**src/common/bobd_defs.vh**
```
// Purpose: shared constants of the bit-operation and branch decoder
// Assumes: 16-bit instruction words, byte-addressed program counter
// Notes: included by bare name from every design file
//
// Behaviour
// - branch phases: decode, read offset, process, load PC
// - branch target is PC plus 2 plus 2n
// - opcode 1000 sets chosen bit of file
// - access flag picks access bank or bank select
// - flag zero, extended, low address: indexed offset
// - bit set is one cycle, read-modify-write
// - opcode 1011 skips next when bit clear
// - skip flushes prefetched word, runs one no-op
// - skip over two-word instruction takes three cycles
`ifndef BOBD_DEFS_VH
`define BOBD_DEFS_VH

// q phase codes inside one instruction cycle
`define BOBD_Q1 2'h0
`define BOBD_Q2 2'h1
`define BOBD_Q3 2'h2
`define BOBD_Q4 2'h3

// opcode field, instruction bits 15:12
`define BOBD_OP_SET_BIT 4'h8
`define BOBD_OP_TEST_CLR 4'hB
`define BOBD_OP_BRANCH 4'hD
// bit 11 must be clear for the relative branch
`define BOBD_BRANCH_SUB_BIT 11

// field positions
`define BOBD_OP_HI 15
`define BOBD_OP_LO 12
`define BOBD_BIT_HI 11
`define BOBD_BIT_LO 9
`define BOBD_ACCESS_BIT 8
`define BOBD_FILE_HI 7
`define BOBD_FILE_LO 0
`define BOBD_OFS_HI 10

// access bank split and indexed window
`define BOBD_ACCESS_SPLIT 8'h60
`define BOBD_INDEXED_MAX 8'h5F
`define BOBD_ACCESS_LO_BANK 4'h0
`define BOBD_ACCESS_HI_BANK 4'hF

// extra no-op instruction cycles
`define BOBD_NOP_BRANCH 2'h1
`define BOBD_NOP_SKIP 2'h1
`define BOBD_NOP_SKIP_LONG 2'h2

// program counter step over the current word
`define BOBD_PC_STEP 2'h2

// state machine codes
`define BOBD_ST_EXEC 1'b0
`define BOBD_ST_NOP 1'b1

`endif

```
**src/hw/bobd_qphase.v**
```verilog
// Purpose: splits the system clock into four q phases
// Assumes: one instruction cycle is four clock cycles
// Notes: phase is a plain counter, the decoder compares against it
`timescale 1ns/100ps
`include "bobd_defs.vh"

module bobd_qphase (
    input wire clk_i,
    input wire rst_i,
    output wire [1:0] phase_o,
    output wire q4_o
);

    reg [1:0] phase_q;
    wire [1:0] phase_d;

    // wraps naturally from q4 back to q1
    assign phase_d = phase_q + 2'h1;

    // counter restarts at q1 on reset
    always @(posedge clk_i) begin
        if (rst_i) begin
            phase_q <= `BOBD_Q1;
        end else begin
            phase_q <= phase_d;
        end
    end

    assign phase_o = phase_q;
    assign q4_o = (phase_q == `BOBD_Q4);

endmodule

```
**src/hw/bobd_decoder.v**
```verilog
// Purpose: decode and q-phase control for relative branch, bit set, bit test skip
// Assumes: instruction word, pc and file read data valid in the phase sampled
// Notes: file memory, status register and fetch unit live outside;
//   the q counter keeps running through forced no-op cycles
`timescale 1ns/100ps
`include "bobd_defs.vh"

module bobd_decoder #(
    parameter PC_W = 21
) (
    input wire CLK_I,
    input wire RST_I,
    input wire [15:0] INSTR_I,
    input wire NEXT_TWO_WORD_I,
    input wire [PC_W-1:0] PC_I,
    input wire EXT_EN_I,
    input wire [5:0] BSR_I,
    input wire [11:0] FSR2_I,
    input wire [7:0] RD_DATA_I,
    output wire [1:0] Q_PHASE_O,
    output wire INSTR_TAKE_O,
    output wire NOP_CYCLE_O,
    output wire [11:0] FILE_ADDR_O,
    output wire FILE_RD_O,
    output wire FILE_WR_O,
    output wire [7:0] FILE_WDATA_O,
    output wire PC_LOAD_O,
    output wire [PC_W-1:0] PC_NEW_O,
    output wire FLUSH_O,
    output wire STATUS_WE_O
);

    wire [1:0] phase;
    wire q4;

    // pipeline state held across the four q phases
    reg state_q;
    reg [1:0] nop_cnt_q;
    reg [15:0] ir_q;
    reg two_word_q;
    reg [PC_W-1:0] pc_base_q;
    reg [11:0] addr_q;
    reg rd_q;
    reg [7:0] rdat_q;
    reg wr_q;
    reg [7:0] wdata_q;
    reg pc_load_q;
    reg [PC_W-1:0] pc_new_q;
    reg flush_q;
    reg skip_q;

    // combinational next values
    reg [11:0] addr_d;
    reg [PC_W-1:0] target_d;
    reg [7:0] mask_d;

    // decode helpers
    wire [3:0] opcode;
    wire is_set;
    wire is_test;
    wire is_branch;
    wire in_op_set;
    wire in_op_test;
    wire exec;
    wire [7:0] in_file;
    wire in_banked;
    wire in_indexed;
    wire in_upper;
    wire tested_clear;
    wire nop_done;
    wire [PC_W-1:0] pc_step;
    wire [PC_W-1:0] ofs_twice;

    bobd_qphase u_qphase (
        .clk_i(CLK_I),
        .rst_i(RST_I),
        .phase_o(phase),
        .q4_o(q4)
    );

    assign exec = (state_q == `BOBD_ST_EXEC);

    // decode of the latched word, used from q2 onward
    assign opcode = ir_q[`BOBD_OP_HI:`BOBD_OP_LO];
    assign is_set = (opcode == `BOBD_OP_SET_BIT);
    assign is_test = (opcode == `BOBD_OP_TEST_CLR);
    assign is_branch = (opcode == `BOBD_OP_BRANCH) && !ir_q[`BOBD_BRANCH_SUB_BIT];

    // early decode of the incoming word, so the read can start in q2
    assign in_op_set = (INSTR_I[`BOBD_OP_HI:`BOBD_OP_LO] == `BOBD_OP_SET_BIT);
    assign in_op_test = (INSTR_I[`BOBD_OP_HI:`BOBD_OP_LO] == `BOBD_OP_TEST_CLR);

    // address mode of the incoming word, access flag decides first
    assign in_file = INSTR_I[`BOBD_FILE_HI:`BOBD_FILE_LO];
    assign in_banked = INSTR_I[`BOBD_ACCESS_BIT];
    assign in_indexed = EXT_EN_I && (in_file <= `BOBD_INDEXED_MAX);
    assign in_upper = (in_file >= `BOBD_ACCESS_SPLIT);

    // file address of the incoming word; only bank select,
    // access bank or indexed window, never a status side path
    always @* begin
        addr_d = 12'h000;
        if (in_banked) begin
            addr_d = {BSR_I[3:0], in_file};
        end else if (in_indexed) begin
            addr_d = FSR2_I + {4'h0, in_file};
        end else if (in_upper) begin
            addr_d = {`BOBD_ACCESS_HI_BANK, in_file};
        end else begin
            addr_d = {`BOBD_ACCESS_LO_BANK, in_file};
        end
    end

    // step over the branch word and the doubled signed offset, both pc wide
    assign pc_step = {{(PC_W-2){1'b0}}, `BOBD_PC_STEP};
    assign ofs_twice = {{(PC_W-12){ir_q[`BOBD_OFS_HI]}}, ir_q[`BOBD_OFS_HI:0], 1'b0};

    // branch target and bit mask from the latched word
    always @* begin
        target_d = pc_base_q + pc_step + ofs_twice;
        mask_d = 8'h01 << ir_q[`BOBD_BIT_HI:`BOBD_BIT_LO];
    end

    // tested bit reads as zero; one term feeds skip and flush alike
    assign tested_clear = ((rdat_q & mask_d) == 8'h00);

    // last q4 of the forced no-op run, q4 pulse from the phase divider
    assign nop_done = q4 && !exec && (nop_cnt_q == 2'h1);

    // q-phase sequencer; wide bank number above 4 bits and the indexed sum carry are cut
    // on purpose, the data space is 12 bits
    always @(posedge CLK_I) begin
        if (RST_I) begin
            state_q <= `BOBD_ST_EXEC;
            nop_cnt_q <= 2'h0;
            ir_q <= 16'h0000;
            two_word_q <= 1'b0;
            pc_base_q <= {PC_W{1'b0}};
            addr_q <= 12'h000;
            rd_q <= 1'b0;
            rdat_q <= 8'h00;
            wr_q <= 1'b0;
            wdata_q <= 8'h00;
            pc_load_q <= 1'b0;
            pc_new_q <= {PC_W{1'b0}};
            flush_q <= 1'b0;
            skip_q <= 1'b0;
        end else begin
            case (phase)
                `BOBD_Q1: begin
                    // decode: take word, raise read for the bit forms
                    if (exec) begin
                        ir_q <= INSTR_I;
                        two_word_q <= NEXT_TWO_WORD_I;
                        pc_base_q <= PC_I;
                        addr_q <= addr_d;
                        rd_q <= in_op_set || in_op_test;
                    end else begin
                        // no-op cycle keeps a harmless word latched
                        ir_q <= 16'h0000;
                        rd_q <= 1'b0;
                    end
                end
                `BOBD_Q2: begin
                    // read register or literal offset
                    rd_q <= 1'b0;
                    rdat_q <= RD_DATA_I;
                end
                `BOBD_Q3: begin
                    // process: modify, test, or form branch target
                    wdata_q <= rdat_q | mask_d;
                    wr_q <= exec && is_set;
                    skip_q <= exec && is_test && tested_clear;
                    flush_q <= exec && (is_branch || (is_test && tested_clear));
                    pc_load_q <= exec && is_branch;
                    pc_new_q <= target_d;
                end
                default: begin
                    // q4: write-back and pc load end, pick next cycle kind;
                    // a skipped two-word instruction costs a second no-op,
                    // as its trailing word is never decoded here
                    wr_q <= 1'b0;
                    pc_load_q <= 1'b0;
                    flush_q <= 1'b0;
                    skip_q <= 1'b0;
                    if (exec) begin
                        if (is_branch) begin
                            state_q <= `BOBD_ST_NOP;
                            nop_cnt_q <= `BOBD_NOP_BRANCH;
                        end else if (skip_q) begin
                            state_q <= `BOBD_ST_NOP;
                            nop_cnt_q <= two_word_q ? `BOBD_NOP_SKIP_LONG
                                : `BOBD_NOP_SKIP;
                        end
                    end else if (nop_done) begin
                        state_q <= `BOBD_ST_EXEC;
                        nop_cnt_q <= 2'h0;
                    end else begin
                        nop_cnt_q <= nop_cnt_q - 2'h1;
                    end
                end
            endcase
        end
    end

    // fetch side sees the word taken only in an executing q1;
    // the strobe already shows during reset, since reset lands in q1
    assign INSTR_TAKE_O = exec && (phase == `BOBD_Q1);
    assign NOP_CYCLE_O = !exec;
    assign Q_PHASE_O = phase;

    // file port: address stands until the next take, strobes one clock
    assign FILE_ADDR_O = addr_q;
    assign FILE_RD_O = rd_q;
    assign FILE_WR_O = wr_q;
    assign FILE_WDATA_O = wdata_q;

    // pc port: target only meaningful while the load strobe is high
    assign PC_LOAD_O = pc_load_q;
    assign PC_NEW_O = pc_new_q;
    assign FLUSH_O = flush_q;

    // status flags are never written by these instructions
    assign STATUS_WE_O = 1'b0;

endmodule

```
**config.mk**
```make
export PLATFORM = sky130hd
export DESIGN_NAME = bobd_decoder
export DESIGN_NICKNAME = d
export VERILOG_FILES = /design/src/hw/bobd_qphase.v /design/src/hw/bobd_decoder.v
export VERILOG_INCLUDE_DIRS = /design/src /design/src/common
export SDC_FILE = /design/constraint.sdc
export NUM_CORES = 1
export LEC_CHECK = 0
export ABC_AREA = 1
export BUFFER_PORTS_ARGS = -buffer_cell sky130_fd_sc_hd__buf_2
export CAP_MARGIN = 40
export CELL_PAD_IN_SITES_DETAIL_PLACEMENT = 0
export CELL_PAD_IN_SITES_GLOBAL_PLACEMENT = 1
export CORE_MARGIN = 3
export CORE_UTILIZATION = 42
export DETAILED_ROUTE_END_ITERATION = 7
export HOLD_SLACK_MARGIN = 0.1
export PLACE_DENSITY = 0.81
export RECOVER_POWER = 25
export SLEW_MARGIN = 20
export SYNTH_ARGS = -nofsm -noshare
export SYNTH_HDL_FRONTEND = slang
export SYNTH_SLANG_ARGS = --single-unit
```
**constraint.sdc**
```tcl
create_clock -name CLK_I -period 3.5 [get_ports CLK_I]
set_input_delay 0.35 -clock CLK_I [delete_from_list [all_inputs] [get_ports CLK_I]]
set_output_delay 0.35 -clock CLK_I [all_outputs]
set_load 0.05 [all_outputs]
```
; ---- Word-level counts from Yosys, hierarchy flattened
; Index checks and enable logic that the tools add are counted.
[word_totals]
register_bits = 97
[op_classes]
shift = 1
n_addsub = 5
n_bitwise = 4
mux = 19
n_eq_ne = 9
magnitude_cmp = 2
reduce_logical = 22
[ops]
columns = op, count
row1 = $mux W12, 3
row2 = $add A21 B2 Y21 const B, 1
row3 = $add A21 B21 Y21, 1
row4 = $eq A4 B4 Y1 const B, 5
row5 = $mux W16, 1
row6 = $add A12 B8 Y12, 1
row7 = $logic_and A1 B1 Y1, 11
row8 = $mux W2, 5
row9 = $pmux W1 S2, 5
row10 = $and A8 B8 Y8, 1
row11 = $ge A8 B7 Y1 const B, 1
row12 = $le A8 B7 Y1 const B, 1
row13 = $logic_not A8 Y1, 1
row14 = $or A8 B8 Y8, 1
row15 = $shl A1 B3 Y8 const A, 1
row16 = $mux W1, 5
row17 = $eq A2 B1 Y1 const B, 2
row18 = $eq A2 B2 Y1 const B, 2
row19 = $reduce_and A2 Y1, 2
row20 = $reduce_bool A3 Y1, 1
row21 = $reduce_or A3 Y1, 1
row22 = $add A2 B1 Y2 const B, 1
row23 = $logic_not A2 Y1, 1
row24 = $logic_or A1 B1 Y1, 2
row25 = other kinds (5), 6

; ---- Logic depth before layout (Yosys ltp)
[depth]
depth_word = 7
mapped_depth = 17

; ---- By module
; From an unflattened synthesis, not the netlist that was laid out.
[unflattened]
cells_unflattened = 812
area_unflattened_um2 = 5564.1
[by_module_without_submodules]
columns = mod, cells_each, area_per_inst_um2, instances
row1 = bobd_decoder, 806, 5500.3, 1
row2 = bobd_qphase, 6, 63.8, 1

; ---- Worst setup path before layout
; OpenSTA, ideal clock, no wires.
[synth_path]
path_type = reg2reg
from = register ir_q[10]
to = register pc_new_q[18], in the netlist PC_NEW_O[18]
setup_ns = 0.109
stages_incl_launch_ff = 13
setup_slack_ns = 1.421
t_arrival_ns = 1.970
t_required_ns = 3.391
path_buffers = 0
cell_sequence = dfxtp_1 > ha_1 > ha_1 > a21oi_1 > nor2_1 > nor2_1 > nor2_1 > nor3_2 > nand2_1 > nand2_1 > nand3_1 > nand2_1 > inv_1
[synth_via]
elab_chain_len = 1
[synth_rtl]
columns = element, line
row1 = "start, declared", bobd_decoder.v:39  ; reg [15:0] ir_q;
row2 = "start signal, assigned", bobd_decoder.v:136  ; ir_q <= 16'h0000;
row3 = "start signal, assigned", bobd_decoder.v:153  ; ir_q <= INSTR_I;
row4 = "start signal, assigned", bobd_decoder.v:160  ; ir_q <= 16'h0000;
row5 = $add A21 B21 Y21, bobd_decoder.v:120  ; target_d = pc_base_q + pc_step + ofs_twice;
row6 = "end signal, assigned", bobd_decoder.v:145  ; pc_new_q <= {PC_W{1'b0}};
row7 = "end signal, assigned", bobd_decoder.v:176  ; pc_new_q <= target_d;
row8 = "end, declared", bobd_decoder.v:48  ; reg [PC_W-1:0] pc_new_q;
; Every way passes these cells.
; A chain may end at the register's enable or synchronous reset.

; ---- Worst setup path in the final report
[layout_path]
from = register u_qphase.phase_q[0], in the netlist u_qphase.phase_o[0]
to = output port INSTR_TAKE_O
[layout_via]
elab_chain_len = 2
[layout_rtl]
columns = element, line
row1 = "start, declared", bobd_qphase.v:14  ; reg [1:0] phase_q;
row2 = "start signal, assigned", bobd_qphase.v:23  ; phase_q <= `BOBD_Q1;
row3 = "start signal, assigned", bobd_qphase.v:25  ; phase_q <= phase_d;
row4 = $logic_not A2 Y1, --
row5 = $logic_and A1 B1 Y1, bobd_decoder.v:208  ; assign INSTR_TAKE_O = exec && (phase == `BOBD_Q1);
row6 = "end, declared", bobd_decoder.v:21  ; output wire INSTR_TAKE_O,
; Every way passes these cells.

==> run_results.csv <==
group,metric,value,unit
status,outcome,"finished, violations left",
status,violations,"max-capacitance violations, max-slew violations",
yosys,seq_area_frac_synth,0.341,
floorplan,coreArea,12900,um2
place,port_buffers,113,
global_routing,antenna_found_initial,0,
run,cap_viol_max_count,1,
place,dpl.hpwl,11100,um
yosys,async_reset_ff_frac,0,
sta,period_share,0.682,
yosys,synth_top_area_share,0.341,
power,vdd_drop_max,0.282,mV
sta,fmax,0.419,GHz
setup_path,path_class,"reg2out",
route,drt-total-wl,14700,um
place,place_ws,1140,ps
route,first_iter_violations,251,
clocking,tritoncts,"done",
route,route.detailed.drc,0,
yosys,synthCells,821,
sta,rsz0062_at_grt,"no",
place,place.gp.congestion,0.916,
final_layout,syn_to_final_growth,16.8,%
place,dp_cells,1082,
power,leakagePower,3.27,nW
sta,setup_viol_count_final,0,
sta,maxSlewViolCount,49,
clocking,insertion_delay,350,ps
sta,slew_headroom,-0.474,
route,wl_per_cell,13.4,um
power,power_density,478,nW/um2
global_routing,grt_remaining_overflow,0,
hold_path,hold_path_class,"in2reg",
clocking,ctsResizeCount,0,
yosys,synth-edff-count,0,
yosys,yosys.cell_count.top_type,"nand2_1",
floorplan,dieHeight,122,um
final_layout,final_cells,1099,
setup_path,crit_arrival,2040,ps
setup_path,endpoint_kind,"output port",
yosys,yosys_register_bits,97,
route,firstDrtPassIters,4,
clocking,cts.path.max_buffers,2,
final_layout,fin_util,0.514,
clocking,clk_pin_slew,70,ps
yosys,synthTopCellsByArea,"dfxtp_1 34%, ha_1 11%, nand2_1 9.7%",
sta,setup_ws,1110,ps
clocking,hold_buffers,0,
sta,hold_viol,0,
floorplan,die-width,122,um
yosys,synth_nets,941,
sta,finClkSkew,8.63,ps
yosys,syn-cell-area,5690,um2
final_layout,nNetsFinal,1042,
route,detail-route-antenna-nets,0,
yosys,yosys.area.top_type,"dfxtp_1",
floorplan,io-pin-count,117,
sta,holdWs,216,ps
clocking,cts_setup_buffers,0,
clocking,cts_made_buffers,9,
clocking,htreeDepth,3,
setup_path,start_kind,"flip-flop",
yosys,yosys_warnings,0,
route,vias,5431,
floorplan,rows,41,
route,vias_per_cell,4.94,
setup_path,worstPathMaxFanout,45,
final_layout,n_antenna_cell,0,
setup_path,cp.required,3150,ps
global_routing,grt_pass1_wl,24400,um
yosys,synth_cell_types,44,
yosys,synthTopCellsByCount,"147 x nand2_1, 133 x nor2_1, 97 x dfxtp_1, 95 x inv_1, 68 x a21oi_1",
clocking,cts.sinks,97,
global_routing,grt_pass1_vias,5193,
clocking,cts-root-buf,"clkbuf_16",
global_routing,grt_usage,0.202,
yosys,avgSynthCellArea,6.93,um2
sta,tightestPinTransition,2210,ps
yosys,synth_flop_cell,"dfxtp_1",
floorplan,initial_utilization,0.440,
sta,tns,0,ps
global_routing,grt_max_degree,49,
floorplan,dieArea,15000,um2
final_layout,fillers,1406,
final_layout,drive_above_1_share,0.131,
sta,finalCriticalPeriod,2390,ps
[cell usage in the layout (no fill, tap or decap), drive strengths merged, types with 6 or more instances in the layout]
master / Yosys / layout
buf: 10 / 83
nand4: 6 / 6
ha: 51 / 51
inv: 102 / 104
nand3: 54 / 54
a31oi: 6 / 6
clkbuf: 17 / 45
o21ai: 70 / 70
nor2: 136 / 136
dfxtp: 97 / 97
a21oi: 73 / 73
nor3: 8 / 8
xor2: 9 / 9
nand2: 150 / 150
[logic make-up (layout without fill, tap and decap cells)]
family,after synthesis,count (layout),synth area share
compound gates,165,165,0.158
fa+ha+maj,53,53,0.119
xor+xnor,13,13,0.0200
other cells,1,1,0.000659
flops,97,97,0.341
buf+inv,131,237,0.0934
simple gates,361,361,0.267
[per-stage QoR]
step,area (um2),total power [mW]
after floorplan,5690,1.94
final,6650,3.18
after global placement,6360,2.15
after CTS,6680,3.22
after detailed placement,6360,2.16
after global routing,6650,3.37
[path summary, 6_finish.rpt]
path	from	to	slack [ps]	cells after the start
max	u_qphase.phase_o[0]	INSTR_TAKE_O	1110	5
min reg2reg	pc_base_q[1]	pc_base_q[1]	460	2
max reg2reg	u_qphase.phase_o[0]	FILE_ADDR_O[4]	1120	8
min	PC_I[17]	pc_base_q[17]	220	3
[report_power, final]
| group | internal (mW) | total [mW] | switching, mW | leakage (nW) |
|---|---|---|---|---|
| clock | 0.583 | 1.05 | 0.465 | 0.147 |
| combinational | 0.258 | 0.867 | 0.609 | 2.33 |
| sequential | 1.21 | 1.26 | 0.0571 | 0.799 |
| total | 2.05 | 3.18 | 1.13 | 3.27 |
[sequential cells by signal, indices dropped and copies added (netlist names)]
signal            count
FILE_ADDR_O          12
FILE_RD_O             1
FILE_WDATA_O          8
FILE_WR_O             1
FLUSH_O               1
NOP_CYCLE_O           1
PC_LOAD_O             1
PC_NEW_O             21
ir_q                 16
nop_cnt_q             2
pc_base_q            21
rdat_q                8
skip_q                1
two_word_q            1
u_qphase.phase_o      2
[critical path, cell delays in order, from the launching register on]
cell     delay [ps]
dfxtp_1         370
inv_1           100
ha_1            180
inv_2           160
nor2_8          490
buf_2           370
[routing by layer]
layer / GRT usage / part of all wire
met4: 0.0770 / 0.018
met3: 0.0401 / 0.051
met1: 0.267 / 0.47
met5: 0 / 0
met2: 0.327 / 0.46
[area by class of cell]
type / count / area (um2) / share of cell area
Clock buffer: 10 / 239 / 0.0360
Clock inverter: 6 / 73.8 / 0.0111
Inverter: 103 / 394 / 0.0593
Multi-Input combinational cell: 593 / 3220 / 0.484
Sequential cell: 97 / 1940 / 0.292
Tap cell: 172 / 215 / 0.0324
Timing Repair Buffer: 118 / 564 / 0.0849
Power figures use the tool's default switching activity.
